$ cat src/rtl/tad_cfg.svh
// Constants for the test and addressing-mode decode core.
// Functional notes
// - Test checks A, X or memory; sets N,Z only
// - Test opcodes 3D,4D,5D,6D,7D,9E 6D
// - Short indexed address is H:X plus byte
// - Long indexed: high then low offset byte
// - Stack short address is SP plus byte
// - Stack long address is SP plus two bytes
// - Post-increment indexed uses H:X then increments
// - Offset post-increment uses H:X+byte, then increments
// - Direct-to-indexed move, then H:X increments
// - Indexed-to-direct move, then H:X increments
// - Immediate byte written to direct address
// - Bit branch: direct address, signed offset
// - Full address: high byte then low byte
`ifndef TAD_CFG_SVH
`define TAD_CFG_SVH
// ****************************************
// Opcodes
// ****************************************
`define TAD_OP_PREFIX 8'h9E
`define TAD_OP_ZN_DIR 8'h3D
`define TAD_OP_ZN_A 8'h4D
`define TAD_OP_ZN_X 8'h5D
`define TAD_OP_ZN_IXS 8'h6D
`define TAD_OP_ZN_IX 8'h7D
`define TAD_OP_ZN_SPS 8'h6D
`define TAD_OP_LDA_FULL 8'hC6
`define TAD_OP_LDA_IXL 8'hD6
`define TAD_OP_LDA_SPS 8'hE6
`define TAD_OP_LDA_SPL 8'hD6
`define TAD_OP_MOV_DIXP 8'h5E
`define TAD_OP_MOV_IMMDIR 8'h6E
`define TAD_OP_MOV_IXPD 8'h7E
`define TAD_OP_CBEQ_IX1P 8'h61
`define TAD_OP_CBEQ_IXP 8'h71
`define TAD_OP_BIT_HI 4'h0
// ****************************************
// Reset values and widths
// ****************************************
`define TAD_PC_RST 16'h0000
`define TAD_SP_RST 16'h00FF
`define TAD_BYTE_ZERO 8'h00
`define TAD_ONE16 16'h0001
`endif

$ cat src/rtl/tad_pkg.sv
// Types shared by the test and addressing-mode decode core.
package tad_pkg;
  // Operation kinds
  typedef enum logic [2:0] {OPK_ZNCHK, OPK_ZNA, OPK_ZNX, OPK_LDA, OPK_MOV, OPK_CBEQ,
                            OPK_BRBIT, OPK_ILL} tad_opk_t;
  // Addressing modes
  typedef enum logic [3:0] {MD_INH, MD_DIR, MD_FULL, MD_IX, MD_IXS, MD_IXL, MD_SPS, MD_SPL,
                            MD_IXP, MD_IX1P, MD_DIXP, MD_IXPD, MD_IMMDIR} tad_mode_t;
  // Sequencer states
  typedef enum logic [2:0] {ST_FETCH, ST_DEC, ST_OPND, ST_READ, ST_WRITE, ST_EXEC} tad_state_t;
  // Decoded instruction
  typedef struct packed {
    tad_opk_t opk;
    tad_mode_t mode;
    logic [1:0] nbytes;
  } tad_dec_t;
  // Memory request
  typedef struct packed {
    logic req;
    logic we;
    logic [15:0] addr;
    logic [7:0] wdata;
  } tad_bus_t;
  // Programmer-visible registers
  typedef struct packed {
    logic [7:0] a;
    logic [7:0] h;
    logic [7:0] x;
    logic [15:0] sp;
    logic [15:0] pc;
    logic n;
    logic z;
    logic c;
  } tad_regs_t;
endpackage : tad_pkg

$ cat src/rtl/tad_core.sv
// Instruction sequencer for the test family and operand addressing modes.
`timescale 1ns/1ps
`include "tad_cfg.svh"
module tad_core import tad_pkg::*; #(
  parameter logic [15:0] RESET_PC = `TAD_PC_RST
) (
  // Clock, reset, enable
  input wire logic sys_clk,
  input wire logic srst,
  input wire logic ce,
  // Memory port
  output tad_bus_t mem_out,
  input wire logic mem_ready,
  input wire logic [7:0] mem_rdata,
  // Status
  output tad_regs_t regs_out,
  output logic instr_done,
  output logic illegal_op
);

  // ****************************************
  // Decoder
  // ****************************************
  // Maps prefix flag and opcode to operation, mode and operand byte count
  function automatic tad_dec_t tad_decode(input logic pfx, input logic [7:0] op);
    tad_dec_t d;
    d = '{opk: OPK_ILL, mode: MD_INH, nbytes: 2'd0};
    if (pfx) begin
      // Prefixed page: only stack-relative forms exist here
      unique case (op)
        `TAD_OP_ZN_SPS: d = '{opk: OPK_ZNCHK, mode: MD_SPS, nbytes: 2'd1};
        `TAD_OP_LDA_SPS: d = '{opk: OPK_LDA, mode: MD_SPS, nbytes: 2'd1};
        `TAD_OP_LDA_SPL: d = '{opk: OPK_LDA, mode: MD_SPL, nbytes: 2'd2};
        default: d.opk = OPK_ILL;
      endcase
    end else if (op[7:4] == `TAD_OP_BIT_HI) begin
      d = '{opk: OPK_BRBIT, mode: MD_DIR, nbytes: 2'd2};
    end else begin
      unique case (op)
        `TAD_OP_ZN_DIR: d = '{opk: OPK_ZNCHK, mode: MD_DIR, nbytes: 2'd1};
        `TAD_OP_ZN_A: d = '{opk: OPK_ZNA, mode: MD_INH, nbytes: 2'd0};
        `TAD_OP_ZN_X: d = '{opk: OPK_ZNX, mode: MD_INH, nbytes: 2'd0};
        `TAD_OP_ZN_IXS: d = '{opk: OPK_ZNCHK, mode: MD_IXS, nbytes: 2'd1};
        `TAD_OP_ZN_IX: d = '{opk: OPK_ZNCHK, mode: MD_IX, nbytes: 2'd0};
        `TAD_OP_LDA_FULL: d = '{opk: OPK_LDA, mode: MD_FULL, nbytes: 2'd2};
        `TAD_OP_LDA_IXL: d = '{opk: OPK_LDA, mode: MD_IXL, nbytes: 2'd2};
        `TAD_OP_MOV_DIXP: d = '{opk: OPK_MOV, mode: MD_DIXP, nbytes: 2'd1};
        `TAD_OP_MOV_IMMDIR: d = '{opk: OPK_MOV, mode: MD_IMMDIR, nbytes: 2'd2};
        `TAD_OP_MOV_IXPD: d = '{opk: OPK_MOV, mode: MD_IXPD, nbytes: 2'd1};
        `TAD_OP_CBEQ_IX1P: d = '{opk: OPK_CBEQ, mode: MD_IX1P, nbytes: 2'd2};
        `TAD_OP_CBEQ_IXP: d = '{opk: OPK_CBEQ, mode: MD_IXP, nbytes: 2'd1};
        default: d.opk = OPK_ILL; // Rest of the map lives elsewhere
      endcase
    end
    return d;
  endfunction : tad_decode

  // ****************************************
  // State
  // ****************************************
  tad_state_t st_q, st_d; // Sequencer state
  tad_regs_t r_q, r_d; // Programmer registers
  tad_bus_t bus_q, bus_d; // Registered memory request
  logic [7:0] opc_q, opc_d; // Current opcode
  logic pfx_q, pfx_d; // Prefix byte seen
  logic [7:0] b1_q, b1_d; // First operand byte
  logic [7:0] b2_q, b2_d; // Second operand byte
  logic [1:0] cnt_q, cnt_d; // Operand bytes fetched
  logic [7:0] dat_q, dat_d; // Operand data
  logic ill_q, ill_d; // Illegal opcode pulse
  logic done_q, done_d; // Instruction retired pulse

  // ****************************************
  // Address arithmetic
  // ****************************************
  tad_dec_t dec; // Decode of current opcode
  logic [15:0] hx; // Index pair
  logic [15:0] dir_a1; // Direct page address from byte 1
  logic [15:0] dir_a2; // Direct page address from byte 2
  logic [15:0] off16; // Long offset, high byte first
  logic [15:0] ea_src; // Operand read address
  logic [15:0] ea_dst; // Move destination address
  logic [7:0] rel; // Branch displacement
  logic [15:0] pc_br; // Branch target
  logic bit_val; // Tested bit of operand

  // Effective addresses for every mode
  always_comb begin
    dec = tad_decode(pfx_q, opc_q);
    hx = {r_q.h, r_q.x};
    dir_a1 = {`TAD_BYTE_ZERO, b1_q};
    dir_a2 = {`TAD_BYTE_ZERO, b2_q};
    off16 = {b1_q, b2_q};
    ea_src = hx;
    ea_dst = hx;
    rel = b2_q;
    unique case (dec.mode)
      MD_DIR: ea_src = dir_a1;
      MD_FULL: ea_src = off16;
      MD_IX: ea_src = hx;
      MD_IXS: ea_src = hx + dir_a1;
      MD_IXL: ea_src = hx + off16;
      MD_SPS: ea_src = r_q.sp + dir_a1;
      MD_SPL: ea_src = r_q.sp + off16;
      MD_IXP: begin
        ea_src = hx;
        rel = b1_q;
      end
      MD_IX1P: ea_src = hx + dir_a1;
      MD_DIXP: begin
        ea_src = dir_a1;
        ea_dst = hx;
      end
      MD_IXPD: begin
        ea_src = hx;
        ea_dst = dir_a1;
      end
      MD_IMMDIR: ea_dst = dir_a2;
      MD_INH: ea_src = hx;
    endcase
    pc_br = r_q.pc + {{8{rel[7]}}, rel};
    bit_val = dat_q[opc_q[3:1]];
  end

  // ****************************************
  // Sequencer next state
  // ****************************************
  // Each memory access: raise request, wait for ready, then act
  always_comb begin
    st_d = st_q;
    r_d = r_q;
    bus_d = bus_q;
    opc_d = opc_q;
    pfx_d = pfx_q;
    b1_d = b1_q;
    b2_d = b2_q;
    cnt_d = cnt_q;
    dat_d = dat_q;
    ill_d = 1'b0;
    done_d = 1'b0;
    unique case (st_q)
      // Opcode fetch at the program counter
      ST_FETCH: begin
        if (!bus_q.req) begin
          bus_d = '{req: 1'b1, we: 1'b0, addr: r_q.pc, wdata: `TAD_BYTE_ZERO};
        end else if (mem_ready) begin
          bus_d.req = 1'b0;
          opc_d = mem_rdata;
          r_d.pc = r_q.pc + `TAD_ONE16;
          st_d = ST_DEC;
        end
      end
      // Classify; prefix byte loops back for the real opcode
      ST_DEC: begin
        cnt_d = 2'd0;
        if (!pfx_q && opc_q == `TAD_OP_PREFIX) begin
          pfx_d = 1'b1;
          st_d = ST_FETCH;
        end else if (dec.opk == OPK_ILL) begin
          pfx_d = 1'b0; // No state touched besides the flag
          ill_d = 1'b1;
          st_d = ST_FETCH;
        end else if (dec.nbytes != 2'd0) begin
          st_d = ST_OPND;
        end else if (dec.opk == OPK_ZNA || dec.opk == OPK_ZNX) begin
          st_d = ST_EXEC;
        end else begin
          st_d = ST_READ;
        end
      end
      // Operand bytes in stream order
      ST_OPND: begin
        if (!bus_q.req) begin
          bus_d = '{req: 1'b1, we: 1'b0, addr: r_q.pc, wdata: `TAD_BYTE_ZERO};
        end else if (mem_ready) begin
          bus_d.req = 1'b0;
          r_d.pc = r_q.pc + `TAD_ONE16;
          cnt_d = cnt_q + 2'd1;
          if (cnt_q == 2'd0) begin
            b1_d = mem_rdata; // High byte, sole byte, immediate data, direct address or index offset
          end else begin
            b2_d = mem_rdata; // Low byte, branch offset or move destination address
          end
          if (cnt_q + 2'd1 == dec.nbytes) begin
            if (dec.mode == MD_IMMDIR) begin
              dat_d = (cnt_q == 2'd0) ? mem_rdata : b1_q;
              st_d = ST_WRITE;
            end else begin
              st_d = ST_READ;
            end
          end
        end
      end
      // Operand read at the effective address
      ST_READ: begin
        if (!bus_q.req) begin
          bus_d = '{req: 1'b1, we: 1'b0, addr: ea_src, wdata: `TAD_BYTE_ZERO};
        end else if (mem_ready) begin
          bus_d.req = 1'b0;
          dat_d = mem_rdata;
          st_d = (dec.opk == OPK_MOV) ? ST_WRITE : ST_EXEC;
        end
      end
      // Move destination write, then post-increment where the mode asks
      ST_WRITE: begin
        if (!bus_q.req) begin
          bus_d = '{req: 1'b1, we: 1'b1, addr: ea_dst, wdata: dat_q};
        end else if (mem_ready) begin
          bus_d.req = 1'b0;
          bus_d.we = 1'b0;
          r_d.n = dat_q[7];
          r_d.z = (dat_q == `TAD_BYTE_ZERO);
          if (dec.mode == MD_DIXP || dec.mode == MD_IXPD) begin
            {r_d.h, r_d.x} = hx + `TAD_ONE16;
          end
          pfx_d = 1'b0;
          done_d = 1'b1;
          st_d = ST_FETCH;
        end
      end
      // Register-only completion
      ST_EXEC: begin
        unique case (dec.opk)
          OPK_ZNA: begin
            r_d.n = r_q.a[7];
            r_d.z = (r_q.a == `TAD_BYTE_ZERO);
          end
          OPK_ZNX: begin
            r_d.n = r_q.x[7];
            r_d.z = (r_q.x == `TAD_BYTE_ZERO);
          end
          OPK_ZNCHK: begin
            r_d.n = dat_q[7];
            r_d.z = (dat_q == `TAD_BYTE_ZERO);
          end
          OPK_LDA: begin
            r_d.a = dat_q;
            r_d.n = dat_q[7];
            r_d.z = (dat_q == `TAD_BYTE_ZERO);
          end
          OPK_CBEQ: begin
            {r_d.h, r_d.x} = hx + `TAD_ONE16;
            if (r_q.a == dat_q) begin
              r_d.pc = pc_br;
            end
          end
          OPK_BRBIT: begin
            r_d.c = bit_val;
            // Even opcodes branch on set, odd ones on clear
            if (bit_val != opc_q[0]) begin
              r_d.pc = pc_br;
            end
          end
          default: begin
            r_d = r_q; // Not reachable from decode
          end
        endcase
        pfx_d = 1'b0;
        done_d = 1'b1;
        st_d = ST_FETCH;
      end
    endcase
  end

  // ****************************************
  // Registers
  // ****************************************
  // Synchronous reset; enable low freezes everything
  always_ff @(posedge sys_clk) begin
    if (srst) begin
      st_q <= ST_FETCH;
      r_q <= '{a: `TAD_BYTE_ZERO, h: `TAD_BYTE_ZERO, x: `TAD_BYTE_ZERO,
               sp: `TAD_SP_RST, pc: RESET_PC, n: 1'b0, z: 1'b0, c: 1'b0};
      bus_q <= '{req: 1'b0, we: 1'b0, addr: `TAD_PC_RST, wdata: `TAD_BYTE_ZERO};
      opc_q <= `TAD_BYTE_ZERO;
      pfx_q <= 1'b0;
      b1_q <= `TAD_BYTE_ZERO;
      b2_q <= `TAD_BYTE_ZERO;
      cnt_q <= 2'd0;
      dat_q <= `TAD_BYTE_ZERO;
      ill_q <= 1'b0;
      done_q <= 1'b0;
    end else if (ce) begin
      st_q <= st_d;
      r_q <= r_d;
      bus_q <= bus_d;
      opc_q <= opc_d;
      pfx_q <= pfx_d;
      b1_q <= b1_d;
      b2_q <= b2_d;
      cnt_q <= cnt_d;
      dat_q <= dat_d;
      ill_q <= ill_d;
      done_q <= done_d;
    end
  end

  // ****************************************
  // Outputs
  // ****************************************
  // All straight from flip-flops
  assign mem_out = bus_q;
  assign regs_out = r_q;
  assign instr_done = done_q;
  assign illegal_op = ill_q;

endmodule : tad_core

$ cat config.mk
export PLATFORM = sky130hd
export DESIGN_NAME = tad_core
export DESIGN_NICKNAME = d
export VERILOG_FILES = /design/src/rtl/tad_pkg.sv /design/src/rtl/tad_core.sv
export VERILOG_INCLUDE_DIRS = /design/src /design/src/rtl
export SDC_FILE = /design/constraint.sdc
export NUM_CORES = 1
export LEC_CHECK = 0
export BUFFER_PORTS_ARGS = -buffer_cell sky130_fd_sc_hd__buf_2
export CORE_ASPECT_RATIO = 0.5
export CORE_UTILIZATION = 45
export CTS_CLUSTER_DIAMETER = 80
export DETAILED_ROUTE_END_ITERATION = 7
export PLACE_DENSITY_LB_ADDON = 0.3
export SLEW_MARGIN = 20
export SYNTH_ARGS = -nofsm -noshare
export SYNTH_HDL_FRONTEND = slang
export SYNTH_SLANG_ARGS = --single-unit
$ cat constraint.sdc
create_clock -name sys_clk -period 10.4 [get_ports sys_clk]
set_input_delay 2.08 -clock sys_clk [delete_from_list [all_inputs] [get_ports sys_clk]]
set_output_delay 2.08 -clock sys_clk [all_outputs]
set_load 0.05 [all_outputs]
==> summary.md, run 1 <==
| Metric | Value |
|---|---|
| Detailed placement HPWL | `20.2 mm` |
| CTS tree | `yes` |
| Final setup fails | `0` |
| WL/cell | `around 20 um` |
| Leading area contributor after synthesis | `dfxtp_1` |
| CP delay by family, top | `simple AND/OR/NAND/NOR gates` |
| Syn_area_per_cell | `roughly 8 um^2` |
| Cts repair resizes | `0` |
| Sw Share | `0.307` |
| First-pass GRT wire length | `approximately 43 mm` |
| Post-synthesis cell area | `~0.0086 mm^2` |
| Top cells by area, synth | `dfxtp_1 (25%), mux2i_1 (7.3%), nor2_1 (6.7%), ha_1 (5.5%), xnor2_1 (3.7%)` |
| Core area | `around 0.019 mm^2` |
| Critical Path Sink Type | `flip-flop` |
| I/O Buffers | `82` |
| Setup TNS | `0 ps` |
| Synth top area share | `0.254` |
| FF-to-FF path depth | `17` |
| Reg power frac | `0.483` |
| Vias in the first global route | `roughly 7.5k` |
| Register area share after synthesis | `0.254` |
| Hold_buf cts | `0` |
| RSZ-0062 raised after global routing | `no` |
| GPL Wtd Cong | `approximately 0.97` |
| Seq cells post-synth | `around 110` |
| Synthesized instance count | `approximately 1.1k` |
| Tcrit/Tclk final | `0.562` |
| Drt drc | `0` |
| Min Tclk post-route | `5850 ps` |
| Main synth FF type | `dfxtp_1` |
| Final wirelength | `roughly 27 mm` |
| Cell count along the critical path | `17` |
| Worst EP required | `approximately 11,000 ps` |
| Startpoint Class | `flip-flop` |
| Pwr per Cell Area | `just under 100 mW/mm^2` |
| Routed vias/inst | `a little over 6` |
| Slew HR | `0.215` |
| Clk sinks | `109` |
| Layout Nets | `1,149` |
| Layout area overhead | `8.26%` |
| Crit path top cell by count | `a211oi_1` |
| Die Ht | `between 90 and 100 um` |
| CP Buf/Inv Count | `1` |
| Clock root cell | `clkbuf_16` |
| Netlist cell types | `93` |
| Crit path max fanout | `14` |
| Final core occ | `0.501` |
| Largest stage delay, worst path | `730 ps` |
| Fraction of registers with async set or reset after synthesis | `0` |
| Die Area | `between 0.015 and 0.02 mm^2` |
| Slowest CP cell | `nor4bb_2` |
| GRT Total Usage | `0.282` |
| Die width | `198 um` |
| Clk_lat worst skew | `around 370 ps` |
| Final hold vios | `0` |
| Final ANT Viol Nets | `0` |
| Type of the worst min-delay path | `flip-flop to flip-flop` |
| Cts bufs inserted | `9` |
| Initial core utilization | `0.463` |
| Total number of vias | `about 8.4k` |
| Setup bufs post-CTS | `0` |
| Worst-case clock skew | `12.5 ps` |
| Largest net degree at the start of global routing | `between 100 and 150` |
| Crit path cell chain | `nor4bb_2, nand3_1, nand2_1, nor2_1, nand4_1, mux2i_1, nand2b_1, inv_1, ha_1, a211oi_1, o211ai_1, or4b_2, a31oi_1, a211oi_1, a21oi_1, nand3b_1, mux2_2` |
| Htree depth | `3` |
| Clk buf depth | `2` |
| Num rows | `35` |
| Worst slew pin tran | `1180 ps` |
| Hold depth | `2` |
| Leak | `just under 4 nW` |
| Clk network pwr share | `0.391` |
| Drt initial violations | `810` |
| Initial antenna violation count | `0` |
| Crit path DAT | `between 6000 and 7000 ps` |
| GRT overflow | `0` |
| Ports | `between 90 and 100` |
| Max cap viols | `0` |
| Clk slew on worst S/H paths | `~80 ps` |
| Share of layout cells above drive strength 1 | `0.147` |
| Comb pwr share | `0.126` |
| TritonRoute pass-1 iters | `6` |
| Psw | `~0.28 mW` |
| Pins over their slew limit | `0` |
| Ant diodes | `0` |
| Int Power | `roughly 0.62 mW` |
| Post-synth EDFFs | `0` |
| Maximum VDD drop | `approximately 0.076 mV` |
| Status | `finished clean` |
| YS warnings | `0` |
| Setup CP Type | `flip-flop to flip-flop` |
| Fmax | `around 0.17 GHz` |
[synthesized netlist by cell type (4+ instances only)]
cell        n
nor3_1     22
nor4_2      9
o211a_1     4
a31o_2      4
a31oi_1    12
a21oi_1    55
o211ai_1    8
mux2i_1    63
buf_2      11
buf_6       4
a221o_1    13
a221oi_1   15
nor2b_1    19
a21o_1      8
nand4_1    16
or2_2       4
buf_4      20
a211o_1     8
and3_1     10
a21boi_0    6
nand2_1    69
mux2_2     16
nand2b_1    9
ha_1       38
nor4_1     12
inv_1      25
o31ai_1    11
nor3b_1     5
or3_1      13
o21ai_0    27
nand3_1    32
xor2_1     16
o21a_1     10
dfxtp_1   109
and3b_1     4
xnor2_1    36
nor2_1    154
clkbuf_1   50
a211oi_1   23
and2_1     15
[logic make-up after synthesis]
kind of cell	count (synthesis)	share of synthesized area
AND/OR/NAND/NOR	421	0.252
AO/OA/AOI/OAI	253	0.219
buffers and inverters	112	0.0627
flip-flops	109	0.254
multiplexers	81	0.0995
XOR/XNOR	52	0.0530
adder cells (fa/ha/maj)	40	0.0599
other	2	0.000873
[power groups by stage]
| stage | clock network (mW) | registers [mW] | logic (mW) |
|---|---|---|---|
| floorplan | 0 | 0.460 | 0.0726 |
| global placement | 0 | 0.443 | 0.110 |
| detailed placement | 0 | 0.444 | 0.111 |
| CTS | 0.357 | 0.434 | 0.111 |
| global route | 0.373 | 0.435 | 0.121 |
| finish | 0.351 | 0.434 | 0.113 |
[worst register-to-register path: stages, from the launching register on]
cell and delay, ps:
dfxtp_1 630, nor4bb_2 730, nand3_1 550, nand2_1 390, nor2_1 130, nand4_1 420
mux2i_1 260, nand2b_1 220, inv_1 70, ha_1 290, a211oi_1 80, o211ai_1 280
or4b_2 690, a31oi_1 260, a211oi_1 140, a21oi_1 130, nand3b_1 120, mux2_2 350
[layer usage]
layer	GRT usage	part of all wire	vias to the layer above
met4	0.0883	0.031	0
met3	0.0546	0.092	71
met1	0.421	0.47	3994
met5	0	0	-
li1	-	-	3954
met2	0.401	0.41	425
[metrics by stage]
step                      setup WS [ps]  cells  total power, mW  hold slack [ps]  instance area (um^2)
after floorplan                    6020   1084            0.533              454                  8650
after global placement             4480   1345            0.553              437                  9000
after detailed placement           4280   1345            0.554              447                  9000
after CTS                          4250   1361            0.902              460                  9290
after global routing               4130   1361            0.929              486                  9310
final                              4550   1361            0.899              456                  9310
[flip-flops by register name, summed over array words and instances, names as in the netlist, 2 cells and up]
signal    flops
regs_out     43
b1_q          8
b2_q          8
mem_out      26
st_q          3
dat_q         8
opc_q         8
cnt_q         2
[cell usage in the layout (no fill, tap or decap), types with 22 or more instances in the layout]
master,n
inv_1,25
mux2i_1,63
nor2_1,154
a21oi_1,55
buf_2,81
dfxtp_1,109
nand2_1,69
ha_1,38
nor3_1,22
nand3_1,32
xnor2_1,36
a211oi_1,23
o21ai_0,27
[path summary, 6_finish.rpt]
check	startpoint	slack, ps	endpoint
worst max-delay path	opc_q[1]	4550	regs_out[18]
worst min-delay path	mem_out[5]	460	mem_out[5]
worst max register to register	opc_q[1]	4550	regs_out[18]
worst min register to register	mem_out[5]	460	mem_out[5]
[layout make-up]
class	instances	area (um^2)
tap	259	324
sequential	109	2180
timing repair buffer	89	469
multi-input combinational	863	5950
clock inverter	7	66.3
clock buffer	9	225
inverter	25	93.8
fill	1836	9260
Power figures use the tool's default switching activity.
==> run 2: changes to the inputs <==
Clock period 10.4 ns to 4.7 ns, I/O delays scaled along.
==> run 2 against run 1 <==
Net effect:
- maximum frequency is 29% higher
- critical endpoint unchanged
- setup slack worse by 4400 ps
- sequential power is 120% higher
- largest power group unchanged
- first-iteration DRC count is 0.86% higher
- count of clock-buffer cells in the layout stayed put
==> summary.md, run 2 (synthesized netlist as in run 1, its figures left out) <==
| Metric | Value |
|---|---|
| Worst-case clock skew | `23.1 ps (+10.6 ps)` |
| Ant diodes | `0 (unchanged)` |
| TritonRoute pass-1 iters | `6 (unchanged)` |
| Drt drc | `0 (unchanged)` |
| WL/cell | `20.2 um (+0.15%)` |
| CP delay by family, top | `simple AND/OR/NAND/NOR gates` |
| GPL Wtd Cong | `0.980 (+1.1%)` |
| Layout area overhead | `12.6%` |
| Worst slew pin tran | `1130 ps (-51.3 ps)` |
| Final setup fails | `0 (unchanged)` |
| Largest stage delay, worst path | `680 ps (-50 ps)` |
| WL met2 | `11.4 mm (+2.0%)` |
| Max cap viols | `0 (unchanged)` |
| Status | `finished clean` |
| Crit path DAT | `4780 ps (-1330 ps)` |
| Clk sinks | `109 (unchanged)` |
| Pwr per Cell Area | `222 mW/mm^2 (+130%)` |
| Hold_buf cts | `0 (unchanged)` |
| CP Buf/Inv Count | `2 (+1)` |
| GRT overflow | `0 (unchanged)` |
| Die width | `198 um (unchanged)` |
| Leak | `4.19 nW (+5.4%)` |
| Num rows | `35 (unchanged)` |
| Place WS | `27.8 ps (-4250 ps)` |
| Pins over their slew limit | `0 (unchanged)` |
| Htree depth | `3 (unchanged)` |
| Crit path max fanout | `7 (-7)` |
| Most frequent cells in the layout | `nor2_1 (154), dfxtp_1 (104), buf_2 (81)` |
| Metal3 WL | `2.69 mm (+6.8%)` |
| Cell area after placement | `0.00926 mm^2 (+2.9%)` |
| Setup bufs post-CTS | `0 (unchanged)` |
| First-pass GRT wire length | `44.4 mm (+2.9%)` |
| Setup CP Type | `flip-flop to flip-flop` |
| I/O Buffers | `82 (unchanged)` |
| Fmax | `0.221 GHz (+29%)` |
| Critical Path Sink Type | `flip-flop` |
| Finished Cell Area | `0.00968 mm^2 (+4.0%)` |
| Detailed placement HPWL | `21.1 mm (+4.7%)` |
| Min Tclk post-route | `4520 ps (-1320 ps)` |
| Top sig layer | `met4` |
| Clk slew on worst S/H paths | `90 ps (about the same)` |
| Final hold vios | `0 (unchanged)` |
| Drt initial violations | `817 (+0.86%)` |
| PnR worst setup slack | `176 ps (-4380 ps)` |
| Routed vias/inst | `6.14 (-1.1%)` |
| Largest net degree at the start of global routing | `111 (unchanged)` |
| Startpoint Class | `flip-flop` |
| Crit path cell chain | `buf_4, nor3b_4, nand4_1, o211ai_1, nor2_1, nand4_1, buf_4, mux2i_1, nor2_1, ha_1, o211ai_1, o211ai_1, or4b_2, a31oi_2, a211oi_1, a21oi_1, nand3b_1, mux2_2` |
| Initial antenna violation count | `0 (unchanged)` |
| Slew HR | `0.249 (+0.0342)` |
| Die Area | `0.0197 mm^2 (unchanged)` |
| Slowest CP cell | `or4b_2` |
| Worst EP required | `4960 ps (-5700 ps)` |
| Tcrit/Tclk final | `0.963 (+0.400)` |
| M1 WL | `13.1 mm (+1.6%)` |
| Final wirelength | `28.2 mm (+2.7%)` |
| Hold WS | `455 ps (-0.457 ps)` |
| Cts bufs inserted | `9 (unchanged)` |
| Final ANT Viol Nets | `0 (unchanged)` |
| Ports | `99 (unchanged)` |
| Max FFs per register | `43 (unchanged)` |
| Commonest non-fill, non-tap cell in the layout | `nor2_1` |
| Die Ht | `99.8 um (unchanged)` |
| Maximum VDD drop | `0.174 mV (+130%)` |
| Clock root cell | `clkbuf_16` |
| Layout Nets | `1,184 (+3.0%)` |
| Clk buf depth | `2 (unchanged)` |
| Initial core utilization | `0.463 (unchanged)` |
| CTS tree | `yes` |
| Crit path top cell by count | `o211ai_1` |
| Total power | `2.15 mW (+140%)` |
| Total number of vias | `8,566 (+1.4%)` |
| GRT Total Usage | `0.292 (+0.00997)` |
| Core area | `0.0186 mm^2 (unchanged)` |
| Share of layout cells above drive strength 1 | `0.182 (+0.0351)` |
| Vias in the first global route | `7,774 (+4.1%)` |
| Clk_lat worst skew | `380 ps (about the same)` |
| Type of the worst min-delay path | `flip-flop to flip-flop` |
[run 2: area by class of cell]
cell class                      instances  area, um^2
Multi-Input combinational cell        863        5990
Sequential cell                       109        2190
Clock buffer                            9         225
Inverter                               25        93.8
Tap cell                              259         324
Clock inverter                          7         128
Fill cell                            1822        8880
Timing Repair Buffer                  124         732
[run 2: repair_timing]
action,CTS,global route
gates resized for setup,1,14
pin swaps,0,0
endpoints found under the setup margin,1,12
[run 2: report_power, final]
group / switching (mW) / internal [mW] / total (mW)
sequential: 0.0199 / 0.939 / 0.959
combinational: 0.187 / 0.0710 / 0.258
clock: 0.397 / 0.532 / 0.929
total: 0.604 / 1.54 / 2.15
[run 2: worst paths after layout]
kind	cells after the start	slack [ps]	from	endpoint
setup / recovery	18	180	opc_q[7]	regs_out[18]
hold / removal	2	460	mem_out[0]	mem_out[0]
setup reg to reg	18	180	opc_q[7]	regs_out[18]
hold reg to reg	2	460	mem_out[0]	mem_out[0]
[run 2: through the flow]
stage                      util  std cells  setup TNS [ps]
after detailed placement  0.499       1380               0
after global placement    0.499       1380               0
final                     0.522       1396               0
after floorplan               -       1084               0
after CTS                 0.518       1396               0
after global routing      0.522       1396           -37.0
[run 2: routing by layer]
layer / vias up / global-route usage
met2: 426 / 0.420
met4: 0 / 0.106
met5: - / 0
met3: 70 / 0.0610
met1: 4055 / 0.425
li1: 4015 / -
[run 2: worst register-to-register path, cell delays in order, from the launching register on]
cell      delay [ps]
dfxtp_1          360
buf_4            190
nor3b_4          260
nand4_1          210
o211ai_1         280
nor2_1           100
nand4_1          220
buf_4            220
mux2i_1          190
nor2_1            60
ha_1             340
o211ai_1         120
o211ai_1         210
or4b_2           680
a31oi_2          280
a211oi_1         120
a21oi_1          120
nand3b_1         120
mux2_2           330
==> run 3: changes to the inputs <==
Settings changed: CORE_ASPECT_RATIO 0.5 to 0.7, PLACE_DENSITY from default to 0.7, PLACE_DENSITY_LB_ADDON 0.3 to default.
==> run 3 against run 2 <==
Net effect:
- sequential share of layout area up 0.43 points
- clock power down 8.9%
- first-iteration DRC count increased by 38%
- utilization fell by 0.33 points
- non-clock buffer count decreased by 11
- critical path type unchanged
==> summary.md, run 3 (synthesized netlist as in run 1, its figures left out) <==
| Metric | Value |
|---|---|
| GRT overflow | `0 (unchanged)` |
| FF-to-FF path depth | `16 (-2)` |
| Status | `finished clean` |
| Initial antenna violation count | `0 (unchanged)` |
| WL/cell | `20.6 um (+1.8%)` |
| Core area | `0.0184 mm^2 (-1.1%)` |
| Clk slew on worst S/H paths | `90 ps (about the same)` |
| Total power | `2.07 mW (-3.7%)` |
| Share of layout cells above drive strength 1 | `0.174 (-0.00799)` |
| Crit path max fanout | `15 (+8)` |
| Crit path DAT | `4740 ps (-40 ps)` |
| Commonest non-fill, non-tap cell in the layout | `nor2_1` |
| Pins over their slew limit | `0 (unchanged)` |
| Max cap viols | `0 (unchanged)` |
| Startpoint Class | `flip-flop` |
| Post-route insts no fill | `1,362 (-2.4%)` |
| Htree depth | `3 (unchanged)` |
| Post-placement cell count | `1,346 (-2.5%)` |
| Largest net degree at the start of global routing | `77 (-31%)` |
| Critical Path Sink Type | `flip-flop` |
| Clk buf depth | `2 (unchanged)` |
| Most frequent cells in the layout | `nor2_1 (153), dfxtp_1 (101), buf_2 (81)` |
| Crit path top cell by count | `o211ai_1` |
| CP endpoint | `regs_out[18]` |
| Final core occ | `0.518 (-0.00330)` |
| Final wirelength | `28.0 mm (-0.72%)` |
| Worst slew pin tran | `1090 ps (-36.7 ps)` |
| Pwr per Cell Area | `217 mW/mm^2 (-2.0%)` |
| Detailed placement HPWL | `20.9 mm (-1.0%)` |
| Setup bufs post-CTS | `0 (unchanged)` |
| Total number of vias | `8,574 (+0.093%)` |
| I/O Buffers | `82 (unchanged)` |
| Fmax | `0.224 GHz (+1.1%)` |
| Clock root cell | `clkbuf_16` |
| Initial core utilization | `0.468 (+0.00511)` |
| Routed vias/inst | `6.30 (+2.6%)` |
| Final ANT Viol Nets | `0 (unchanged)` |
| Finished Cell Area | `0.00952 mm^2 (-1.7%)` |
| Min Tclk post-route | `4470 ps (-50.7 ps)` |
| Layout area overhead | `10.7%` |
| PnR worst setup slack | `226 ps (+50.7 ps)` |
| Leak | `4.11 nW (-1.9%)` |
| Drt drc | `0 (unchanged)` |
| GRT Total Usage | `0.281 (-0.0106)` |
| Fill count | `1,784 (-2.1%)` |
| Slowest CP cell | `or4b_2` |
| RSZ-0062 raised after global routing | `yes` |
| Cts bufs inserted | `9 (unchanged)` |
| Largest stage delay, worst path | `680 ps (about the same)` |
| Ant diodes | `0 (unchanged)` |
| Place WS | `168 ps (+140 ps)` |
| Ports | `99 (unchanged)` |
| Setup CP Type | `flip-flop to flip-flop` |
| Max FFs per register | `43 (unchanged)` |
| Worst EP required | `4960 ps (about the same)` |
| Worst-case clock skew | `10.7 ps (-12.4 ps)` |
| GPL Wtd Cong | `0.956 (-2.5%)` |
| Die width | `167 um (-15%)` |
| Final setup fails | `0 (unchanged)` |
| Cell area after placement | `0.00915 mm^2 (-1.2%)` |
| Hold WS | `459 ps (+4.27 ps)` |
| Setup TNS | `0 ps (unchanged)` |
| Reg2reg start | `opc_q[2]` |
| First-pass GRT wire length | `43.6 mm (-1.9%)` |
| Layout Nets | `1,173 (-0.93%)` |
| Clk sinks | `109 (unchanged)` |
| Slew HR | `0.271 (+0.0218)` |
| Num rows | `41 (+17%)` |
| Worst setup startpoint | `opc_q[2]` |
| Vias in the first global route | `7,547 (-2.9%)` |
| Tcrit/Tclk final | `0.952 (-0.0108)` |
| Type of the worst min-delay path | `flip-flop to flip-flop` |
| Die Ht | `118 um (+18%)` |
| Die Area | `0.0197 mm^2 (-0.13%)` |
| Maximum VDD drop | `0.182 mV (+5.0%)` |
| Hold_buf cts | `0 (unchanged)` |
| Crit path cell chain | `or4b_4, o32ai_4, and2_1, nand4_1, buf_4, mux2i_1, nor2_1, ha_1, o211ai_1, o211ai_1, or4b_2, a31oi_2, a211oi_1, a21oi_1, nand3b_1, mux2_2` |
| Final hold vios | `0 (unchanged)` |
| Worst R2R End | `regs_out[18]` |
| CTS tree | `yes` |
| Reg-to-reg slack, setup | `230 ps (+50 ps)` |
| Clk_lat worst skew | `370 ps (about the same)` |
| TritonRoute pass-1 iters | `6 (unchanged)` |
| Drt initial violations | `1,130 (+38%)` |
run 3: cell type report:
type                       count  area (um^2)  area share
clock buffer                   9          225      0.0237
clock inverter                 7         98.8      0.0104
inverter                      25         93.8     0.00986
multi-input combinational    863         5960       0.627
sequential                   109         2190       0.231
tap                          236          295      0.0310
timing repair buffer         113          646      0.0678
run 3: per-layer routing:
layer | share of wire | wire, um | up-vias | global-route usage
li1 | - | - | 4011 | -
met1 | 0.49 | 13600 | 4078 | 0.436
met2 | 0.39 | 10900 | 439 | 0.383
met3 | 0.11 | 3090 | 46 | 0.0713
met4 | 0.013 | 370 | 0 | 0.0533
met5 | 0 | 0 | - | 0
run 3: how the worst min path moves through the flow:
stage,end,cells past startpoint,start
floorplan,cnt_q[1],2,cnt_q[1]
global route,mem_out[6],2,mem_out[6]
global placement,mem_out[4],2,mem_out[4]
finish,mem_out[1],2,mem_out[1]
CTS,mem_out[5],2,mem_out[5]
detailed placement,mem_out[4],2,mem_out[4]
run 3: critical path: cells and delay by family, from the launching register on:
kind | cells | cell delay (ps)
buffers and inverters | 1 | 230
adders and majority gates | 1 | 340
muxes | 2 | 490
DFF | 1 | 420
and+or+nand+nor | 6 | 1790
AOI/OAI and AO/OA | 6 | 1090
run 3: power by group:
group | switching [mW] | internal, mW
clock | 0.450 | 0.396
sequential | 0.0202 | 0.939
combinational | 0.193 | 0.0681
total | 0.664 | 1.40
run 3: timing repair:
item,4_1_cts,5_1_grt
hold endpoints to repair,0,0
resized for setup,0,15
endpoints found under the setup margin,0,12
